==> src/verilog/mpc_pkg.sv <==
package mpc_pkg;
	// register offsets on the plain port (byte addresses)
	localparam logic [7:0] OFS_TYPE       = 8'h00;
	localparam logic [7:0] OFS_CTRL       = 8'h04;
	localparam logic [7:0] OFS_RSEL       = 8'h08;
	localparam logic [7:0] OFS_RBASE      = 8'h0c;
	localparam logic [7:0] OFS_RATTR      = 8'h10;
	// control fields
	localparam int CTRL_ENABLE_BIT        = 0;
	localparam int CTRL_HANDLER_BIT       = 1;
	localparam int CTRL_BACKGROUND_BIT    = 2;
	// type fields
	localparam int TYPE_DCOUNT_LSB        = 8;
	localparam int TYPE_ICOUNT_LSB        = 16;
	localparam int TYPE_SPLIT_BIT         = 0;
	// base address register fields
	localparam int RBASE_VALID_BIT        = 4;
	localparam int RBASE_REGION_LSB       = 0;
	localparam int RBASE_REGION_W         = 4;
	// attribute register fields
	localparam int RATTR_ENABLE_BIT       = 0;
	localparam int RATTR_SIZE_LSB         = 1;
	localparam int RATTR_XN_BIT           = 28;
	// reset values
	localparam logic [2:0]  CTRL_RESET    = 3'h0;
	localparam logic [7:0]  RSEL_RESET    = 8'h00;
	localparam logic [7:0]  ICOUNT_VALUE  = 8'h00;
	// fixed system windows
	localparam logic [31:0] SCS_BASE      = 32'he000e000;
	localparam logic [31:0] SCS_LIMIT     = 32'he000efff;
	localparam logic [31:0] VTAB_BASE     = 32'h00000000;
	localparam logic [31:0] VTAB_LIMIT    = 32'h000003ff;
endpackage : mpc_pkg

==> src/verilog/mpc_region_match.sv <==
`timescale 1ns/1ps
// one region: enabled, sized window compare, returns hit and execute-never
module mpc_region_match
	import mpc_pkg::*;
(
	input  wire logic [31:0] base,
	input  wire logic [31:0] attr,
	input  wire logic [31:0] addr,
	output logic             hit,
	output logic             xn
);
	logic [4:0]  size_f;
	logic [31:0] mask;
	assign size_f = attr[RATTR_SIZE_LSB +: 5];
	// region size is 2^(size+1) bytes; size 31 covers the whole map
	assign mask = (size_f == 5'h1f) ? 32'h00000000 : ~((32'h00000002 << size_f) - 32'h00000001);
	assign hit  = attr[RATTR_ENABLE_BIT] && (size_f >= 5'h04) && ((addr & mask) == (base & mask));
	assign xn   = attr[RATTR_XN_BIT];
endmodule : mpc_region_match

==> src/verilog/mpc_protection_control.sv <==
`timescale 1ns/1ps
module mpc_protection_control
	import mpc_pkg::*;
#(
	parameter bit IMPLEMENTED  = 1'b1,
	parameter int REGION_COUNT = 16
)(
	input  wire logic        clk_sys,
	input  wire logic        rst_b,
	input  wire logic [7:0]  reg_addr,
	input  wire logic [31:0] reg_wdata,
	input  wire logic        reg_wr,
	input  wire logic        reg_rd,
	output logic [31:0]      reg_rdata,
	input  wire logic        acc_valid,
	input  wire logic [31:0] acc_addr,
	input  wire logic        acc_priv,
	input  wire logic        acc_fetch,
	input  wire logic        acc_high_pri,
	output logic             acc_done,
	output logic             acc_permit,
	output logic             acc_fault,
	output logic             acc_default_map,
	output logic             acc_exec_never,
	output logic             acc_strong_order
);
	localparam int RW = $clog2(REGION_COUNT);

	logic [2:0]  ctrl;
	logic [7:0]  region_sel;
	logic [31:0] base_mem [REGION_COUNT];
	logic [31:0] attr_mem [REGION_COUNT];
	logic [REGION_COUNT-1:0] hit_v;
	logic [REGION_COUNT-1:0] xn_v;
	logic [RW-1:0] sel_idx;
	logic        next_hit;
	logic        next_xn;
	logic        in_scs;
	logic        in_vtab;
	logic        checking;
	logic        next_permit;
	logic        next_default;
	logic        next_xn_out;
	logic [31:0] next_rdata;
	logic        unit_on;
	logic        handler_on;
	logic        background_on;
	logic        sys_window;
	logic        bg_serves;
	logic        wr_ctrl;
	logic        wr_rsel;
	logic        wr_rbase;
	logic        wr_rattr;
	logic        base_loads_sel;
	logic [RW-1:0] base_idx;
	logic [31:0] type_word;
	logic [31:0] rbase_word;

	function automatic logic in_window(input logic [31:0] a, input logic [31:0] lo, input logic [31:0] hi);
		in_window = (a >= lo) && (a <= hi);
	endfunction : in_window

	// one decode for every register write strobe, so an absent unit drops all writes in one place
	function automatic logic reg_hit(input logic strobe, input logic [7:0] a, input logic [7:0] ofs);
		reg_hit = IMPLEMENTED && strobe && (a == ofs);
	endfunction : reg_hit

	// region numbers keep only the bits the tables can index
	function automatic logic [RW-1:0] region_field(input logic [31:0] w);
		region_field = w[RW-1:0];
	endfunction : region_field

	assign sel_idx = region_sel[RW-1:0];
	assign wr_ctrl        = reg_hit(reg_wr, reg_addr, OFS_CTRL);
	assign wr_rsel        = reg_hit(reg_wr, reg_addr, OFS_RSEL);
	assign wr_rbase       = reg_hit(reg_wr, reg_addr, OFS_RBASE);
	assign wr_rattr       = reg_hit(reg_wr, reg_addr, OFS_RATTR);
	assign base_loads_sel = wr_rbase && reg_wdata[RBASE_VALID_BIT];
	// a valid base write names its own region, otherwise the selected one is written
	assign base_idx       = base_loads_sel ? region_field(reg_wdata) : sel_idx;

	// named control bits; the handler bit only matters while the unit is on
	assign unit_on       = IMPLEMENTED && ctrl[CTRL_ENABLE_BIT];
	assign handler_on    = ctrl[CTRL_HANDLER_BIT];
	assign background_on = ctrl[CTRL_BACKGROUND_BIT];

	// control register
	always_ff @(posedge clk_sys or negedge rst_b) begin
		if (!rst_b) begin
			ctrl <= CTRL_RESET;
		end else if (wr_ctrl) begin
			ctrl <= reg_wdata[2:0];
		end
	end

	// region select, also loaded by a valid base-address write
	always_ff @(posedge clk_sys or negedge rst_b) begin
		if (!rst_b) begin
			region_sel <= RSEL_RESET;
		end else if (wr_rsel) begin
			region_sel <= 8'(region_field(reg_wdata));
		end else if (base_loads_sel) begin
			region_sel <= 8'(region_field(reg_wdata));
		end
	end

	// base table; the low five bits are not stored since the smallest region is 32 bytes
	always_ff @(posedge clk_sys or negedge rst_b) begin
		if (!rst_b) begin
			for (int i = 0; i < REGION_COUNT; i++) begin
				base_mem[i] <= 32'h00000000;
			end
		end else if (wr_rbase) begin
			base_mem[base_idx] <= {reg_wdata[31:5], 5'h00};
		end
	end

	// attribute table, always the selected region
	always_ff @(posedge clk_sys or negedge rst_b) begin
		if (!rst_b) begin
			for (int i = 0; i < REGION_COUNT; i++) begin
				attr_mem[i] <= 32'h00000000;
			end
		end else if (wr_rattr) begin
			attr_mem[sel_idx] <= reg_wdata;
		end
	end

	// identification word is fixed by the parameters; everything outside the count fields stays zero
	always_comb begin
		type_word                       = 32'h00000000;
		type_word[TYPE_ICOUNT_LSB +: 8] = ICOUNT_VALUE;
		type_word[TYPE_DCOUNT_LSB +: 8] = 8'(REGION_COUNT);
		type_word[TYPE_SPLIT_BIT]       = 1'b0;
	end

	// the valid bit always reads zero; the region field shows the current selection
	assign rbase_word = {base_mem[sel_idx][31:5], 1'b0, 4'(sel_idx)};

	// read mux; unmapped offsets read zero
	always_comb begin
		next_rdata = 32'h00000000;
		if (IMPLEMENTED) begin
			unique case (reg_addr)
				OFS_TYPE:  next_rdata = type_word;
				OFS_CTRL:  next_rdata[2:0] = ctrl;
				OFS_RSEL:  next_rdata[7:0] = region_sel;
				OFS_RBASE: next_rdata = rbase_word;
				OFS_RATTR: next_rdata = attr_mem[sel_idx];
				default:   next_rdata = 32'h00000000;
			endcase
		end
	end

	// read data holds until the next read, so a slow reader still sees it
	always_ff @(posedge clk_sys or negedge rst_b) begin
		if (!rst_b) begin
			reg_rdata <= 32'h00000000;
		end else if (reg_rd) begin
			reg_rdata <= next_rdata;
		end
	end

	// region compare
	genvar g;
	generate
		for (g = 0; g < REGION_COUNT; g++) begin : gen_region
			mpc_region_match u_match (
				.base (base_mem[g]),
				.attr (attr_mem[g]),
				.addr (acc_addr),
				.hit  (hit_v[g]),
				.xn   (xn_v[g])
			);
		end
	endgenerate

	// highest numbered hit wins, scan upward so later overrides
	always_comb begin
		next_hit = 1'b0;
		next_xn  = 1'b0;
		for (int i = 0; i < REGION_COUNT; i++) begin
			if (hit_v[i]) begin
				next_hit = 1'b1;
				next_xn  = xn_v[i];
			end
		end
	end

	assign in_scs  = in_window(acc_addr, SCS_BASE, SCS_LIMIT);
	assign in_vtab = in_window(acc_addr, VTAB_BASE, VTAB_LIMIT);
	// windows that software must always reach while the unit is on
	assign sys_window = in_scs || in_vtab;
	// handler bypass: checking off at priority -1/-2 unless allowed
	assign checking = unit_on
		&& (!acc_high_pri || handler_on);
	// the background only ever serves privileged code
	assign bg_serves = background_on && acc_priv;

	// permit decision in priority order; anything left over faults
	always_comb begin
		next_permit = 1'b0;
		if (!checking) begin
			next_permit = 1'b1;
		end else if (sys_window) begin
			next_permit = 1'b1;
		end else if (next_hit) begin
			next_permit = !(acc_fetch && next_xn);
		end else if (bg_serves) begin
			next_permit = 1'b1;
		end
		// fetches from the control space fault even with the unit off
		if (in_scs && acc_fetch) begin
			next_permit = 1'b0;
		end
	end

	// default-map attributes apply with checking off, in the system windows, or when the background serves a miss
	always_comb begin
		next_default = 1'b0;
		if (!checking || sys_window) begin
			next_default = 1'b1;
		end else if (!next_hit && bg_serves) begin
			next_default = 1'b1;
		end
	end

	// execute-never comes from the winning region, and always for the control space
	always_comb begin
		next_xn_out = 1'b0;
		if (in_scs) begin
			next_xn_out = 1'b1;
		end else if (checking && !in_vtab && next_hit) begin
			next_xn_out = next_xn;
		end
	end

	// every answer is a one-cycle pulse; without a request each output falls back to zero
	always_ff @(posedge clk_sys or negedge rst_b) begin
		if (!rst_b) begin
			acc_done <= 1'b0;
		end else begin
			acc_done <= acc_valid;
		end
	end

	always_ff @(posedge clk_sys or negedge rst_b) begin
		if (!rst_b) begin
			acc_permit <= 1'b0;
		end else begin
			acc_permit <= acc_valid && next_permit;
		end
	end

	always_ff @(posedge clk_sys or negedge rst_b) begin
		if (!rst_b) begin
			acc_fault <= 1'b0;
		end else begin
			acc_fault <= acc_valid && !next_permit;
		end
	end

	always_ff @(posedge clk_sys or negedge rst_b) begin
		if (!rst_b) begin
			acc_default_map <= 1'b0;
		end else begin
			acc_default_map <= acc_valid && next_default;
		end
	end

	always_ff @(posedge clk_sys or negedge rst_b) begin
		if (!rst_b) begin
			acc_exec_never <= 1'b0;
		end else begin
			acc_exec_never <= acc_valid && next_xn_out;
		end
	end

	always_ff @(posedge clk_sys or negedge rst_b) begin
		if (!rst_b) begin
			acc_strong_order <= 1'b0;
		end else begin
			acc_strong_order <= acc_valid && in_scs;
		end
	end
endmodule : mpc_protection_control

==> config.mk <==
export PLATFORM = sky130hd
export DESIGN_NAME = mpc_protection_control
export DESIGN_NICKNAME = d
export VERILOG_FILES = /design/src/verilog/mpc_pkg.sv /design/src/verilog/mpc_region_match.sv /design/src/verilog/mpc_protection_control.sv
export SDC_FILE = /design/constraint.sdc
export NUM_CORES = 2
export LEC_CHECK = 0
export BUFFER_PORTS_ARGS = -buffer_cell sky130_fd_sc_hd__buf_2
export CORE_ASPECT_RATIO = 0.8
export CORE_MARGIN = 2
export CORE_UTILIZATION = 63
export CTS_CLUSTER_SIZE = 14
export DETAILED_ROUTE_END_ITERATION = 10
export PLACE_DENSITY = 0.77
export SYNTH_ARGS = -nofsm -noshare
export SYNTH_HDL_FRONTEND = slang
export SYNTH_SLANG_ARGS = --single-unit
==> constraint.sdc <==
create_clock -name clk_sys -period 5.3 [get_ports clk_sys]
set_input_delay 0.795 -clock clk_sys [delete_from_list [all_inputs] [get_ports clk_sys]]
set_output_delay 0.795 -clock clk_sys [all_outputs]
set_load 0.05 [all_outputs]
==> metrics.md <==
| Metric | Value |
|---|---|
| Die Ht | `approximately 280 microns` |
| Register-to-Register Path Depth | `15` |
| CTS sink cnt | `989` |
| Syn nets | `roughly 5,200` |
| #FFs+latches synth | `989` |
| Count leader, synth | `dfrtp_1` |
| Fin Setup TNS | `0 ps` |
| CTS clock-pin slew for the worst setup and hold paths | `roughly 70 ps` |
| Post-DP HPWL | `151 mm` |
| Synth warn | `0` |
| Clock Root Buffer | `clkbuf_16` |
| Routed vias | `~47,000` |
| FMAX | `201 MHz` |
| Die area | `~0.097 sq mm` |
| Area Growth Syn to Fin | `8.77%` |
| Worst vdd ir | `slightly below 0.3 mV` |
| Synth top area cells | `dfrtp_1 42%, mux2_2 18%, mux4_2 11%, xor2_1 3.7%, xnor2_1 3.0%` |
| PwrDens | `~260 mW/mm^2` |
| Synth top area share | `0.415` |
| Syn Area/Cell | `about 12 sq um` |
| Library cells used by synthesis | `a little over 90` |
| H-tree levels | `3` |
| Startpoint types | `flip-flop` |
| Part of the Yosys area used for sequential elements | `0.415` |
| DP Worst Slack | `around 530 ps` |
| Register Area | `~0.025 sq mm` |
| Pin count of the biggest net entering global routing | `~160` |
| Core Rows | `100` |
| GRT overflow | `0` |
| Gr usage total | `0.452` |
| Critical Path AT | `between 5000 and 6000 ps` |
| Core area | `0.0933 sq mm` |
| Worst-skew pair later-pin latency | `700 ps` |
| Relative slew margins | `0.108` |
| Clock skew | `about 28 ps` |
| Post-route cell area | `roughly 0.065 sq mm` |
| Nets | `approximately 5,100` |
| Prevailing post-synth register cell | `dfrtp_1` |
| Worst setup margin | `319 ps` |
| Final Setup Violations | `0` |
| First drt pass iteration count | `8` |
| Critical Path End Type | `flip-flop` |
| Final core occ | `0.695` |
| Outcome | `finished, final reports clean` |
| RSZ-0062 raised after global routing | `false` |
| Placed inst area | `a little over 0.06 sq mm` |
| Wire length per cell | `~35 microns` |
| Count of input and output buffers | `115` |
| Hold Crit Class | `in -> async` |
| Max Slew Vio Count | `0` |
| Vias per cell | `about 7.4` |
| Proportion of layout cells with a drive suffix above 1 | `0.356` |
| Crit share post-route | `0.940` |
| Cell taking the most area after synthesis | `dfrtp_1` |
| Leak | `~0.029 uW` |
| Hold Buf Count CTS | `0` |
| Routability cong. | `1.05` |
| Total wire length | `220 mm` |
| # Post-CTS Setup Buffers | `0` |
| CTS Buffer Depth | `3` |
| Die Wd | `roughly 350 microns` |
| FILL cells | `roughly 6,700` |
| Hold WS | `between 100 and 150 ps` |
| Residual DRC | `0` |
| First-pass GRT wire length | `~320 mm` |
| Post_cts resized | `0` |
| CP Class | `reg -> reg` |
| CTS tree | `yes` |
| Worst-Margin Slew | `1340 ps` |
| Final min period | `between 4000 and 5000 ps` |
| CP Data Required Time | `roughly 5900 ps` |
| # IOs | `approximately 120` |
| First DRT Iteration DRCs | `6,910` |
| Post-synth EDFFs | `0` |
| Post-synth ARST share | `1.00` |
| Post-synth top cells | `989 x dfrtp_1, 929 x mux2_2, 365 x clkbuf_1` |
| Mapped Area | `roughly 0.060 sq mm` |
| Num CTS Buffers | `99` |
| Max-cap violations | `0` |
| Starting Density | `0.639` |
| Multi-input combinational cell area | `around 0.032 sq mm` |
| Mapped Cells | `5,106` |
| Initial antenna violation count | `26` |
| Max FO, Critical Path | `15` |
| Vias in the first global route | `44,200` |
| Hold Violations, Final | `0` |
| Post-route antenna net violation count | `0` |
==> cells by family (layout without fill, tap and decap cells) <==
logic type	Yosys count	after routing	share of synthesized area
buffers and inverters	608	553	0.0423
flip-flops	989	989	0.415
XOR/XNOR	452	452	0.0664
AND/OR/NAND/NOR	910	910	0.0798
adder cells (fa/ha/maj)	17	17	0.00353
other	0	12	0
multiplexers	1248	1248	0.291
AO/OA/AOI/OAI	882	882	0.102
==> worst paths after layout <==
kind | start | slack [ps] | endpoint
min in group clk_sys | acc_valid | 260 | acc_done
min | rst_b | 130 | base_mem[475]
max in group asynchronous | rst_b | 3810 | base_mem[201]
max | attr_mem[356] | 320 | acc_permit
min reg2reg | attr_mem[341] | 500 | attr_mem[341]
max reg2reg | attr_mem[356] | 320 | acc_permit
==> placed cells by master, fill, tap and decap left out, types with 22 or more instances in the layout <==
| cell type | instances |
|---|---|
| dfrtp_1 | 985 |
| mux2_2 | 929 |
| mux4_2 | 295 |
| xor2_1 | 249 |
| o21ai_0 | 223 |
| xnor2_1 | 203 |
| nand2_1 | 199 |
| buf_4 | 191 |
| nor2_1 | 155 |
| a21oi_1 | 150 |
| buf_2 | 114 |
| clkbuf_16 | 99 |
| nor3_1 | 92 |
| nand3_1 | 77 |
| nor4_1 | 56 |
| nand4_1 | 56 |
| o211ai_1 | 56 |
| a32oi_1 | 49 |
| o2111ai_1 | 43 |
| inv_1 | 42 |
| a31oi_1 | 38 |
| and2_1 | 35 |
| or3_1 | 29 |
| o31ai_1 | 26 |
| nor2b_1 | 25 |
| a22oi_1 | 25 |
| a221oi_1 | 23 |
| o21a_1 | 22 |
==> sequential cells by signal (all words and copies together) (netlist names) <==
register,cells
acc_exec_never,1
reg_rdata,32
attr_mem,512
acc_default_map,1
acc_done,1
region_sel,4
base_mem,432
ctrl,3
acc_strong_order,1
acc_fault,1
acc_permit,1
==> stage by stage <==
| step | power (uW) | std cells |
|---|---|---|
| after detailed placement | 9350 | 6091 |
| after floorplan | 8620 | 5106 |
| after global placement | 9340 | 6091 |
| after CTS | 16800 | 6275 |
| after global routing | 17200 | 6275 |
| final | 16800 | 6287 |
==> layer usage <==
metal | track usage | part of all wire | up-vias
met5 | 0.0114 | 0.0022 | -
met4 | 0.234 | 0.064 | 28
met3 | 0.186 | 0.15 | 684
met2 | 0.605 | 0.40 | 3357
met1 | 0.627 | 0.38 | 23800
li1 | - | - | 18900
==> power by group <==
group	internal, uW	switching (uW)	leakage (uW)
Combinational	463	1140	0.0136
Clock	4310	3250	0.00170
Sequential	7600	88.3	0.0136
==> area by class of cell <==
type	count	share of cell area
multi-input cells	3509	0.501
flip-flops and latches	989	0.382
clock buffers	135	0.0435
repair buffers	325	0.0370
well taps	1224	0.0236
clock inverters	49	0.0101
inverters	44	0.00255
diodes	12	0.000463
==> worst max-delay path: stages, from the launching register on <==
cell and delay [ps]:
dfrtp_1 400, nor3_1 390, nand3b_1 130, ha_1 400, or2_2 440, a21oi_1 160
o22ai_1 120, a2111oi_0 790, nand4_1 140, o21ai_0 410, buf_4 220, nor2b_1 70
and4_1 230, and2_1 180, a2111o_1 470, a41o_1 310
Power figures use the tool's default switching activity.
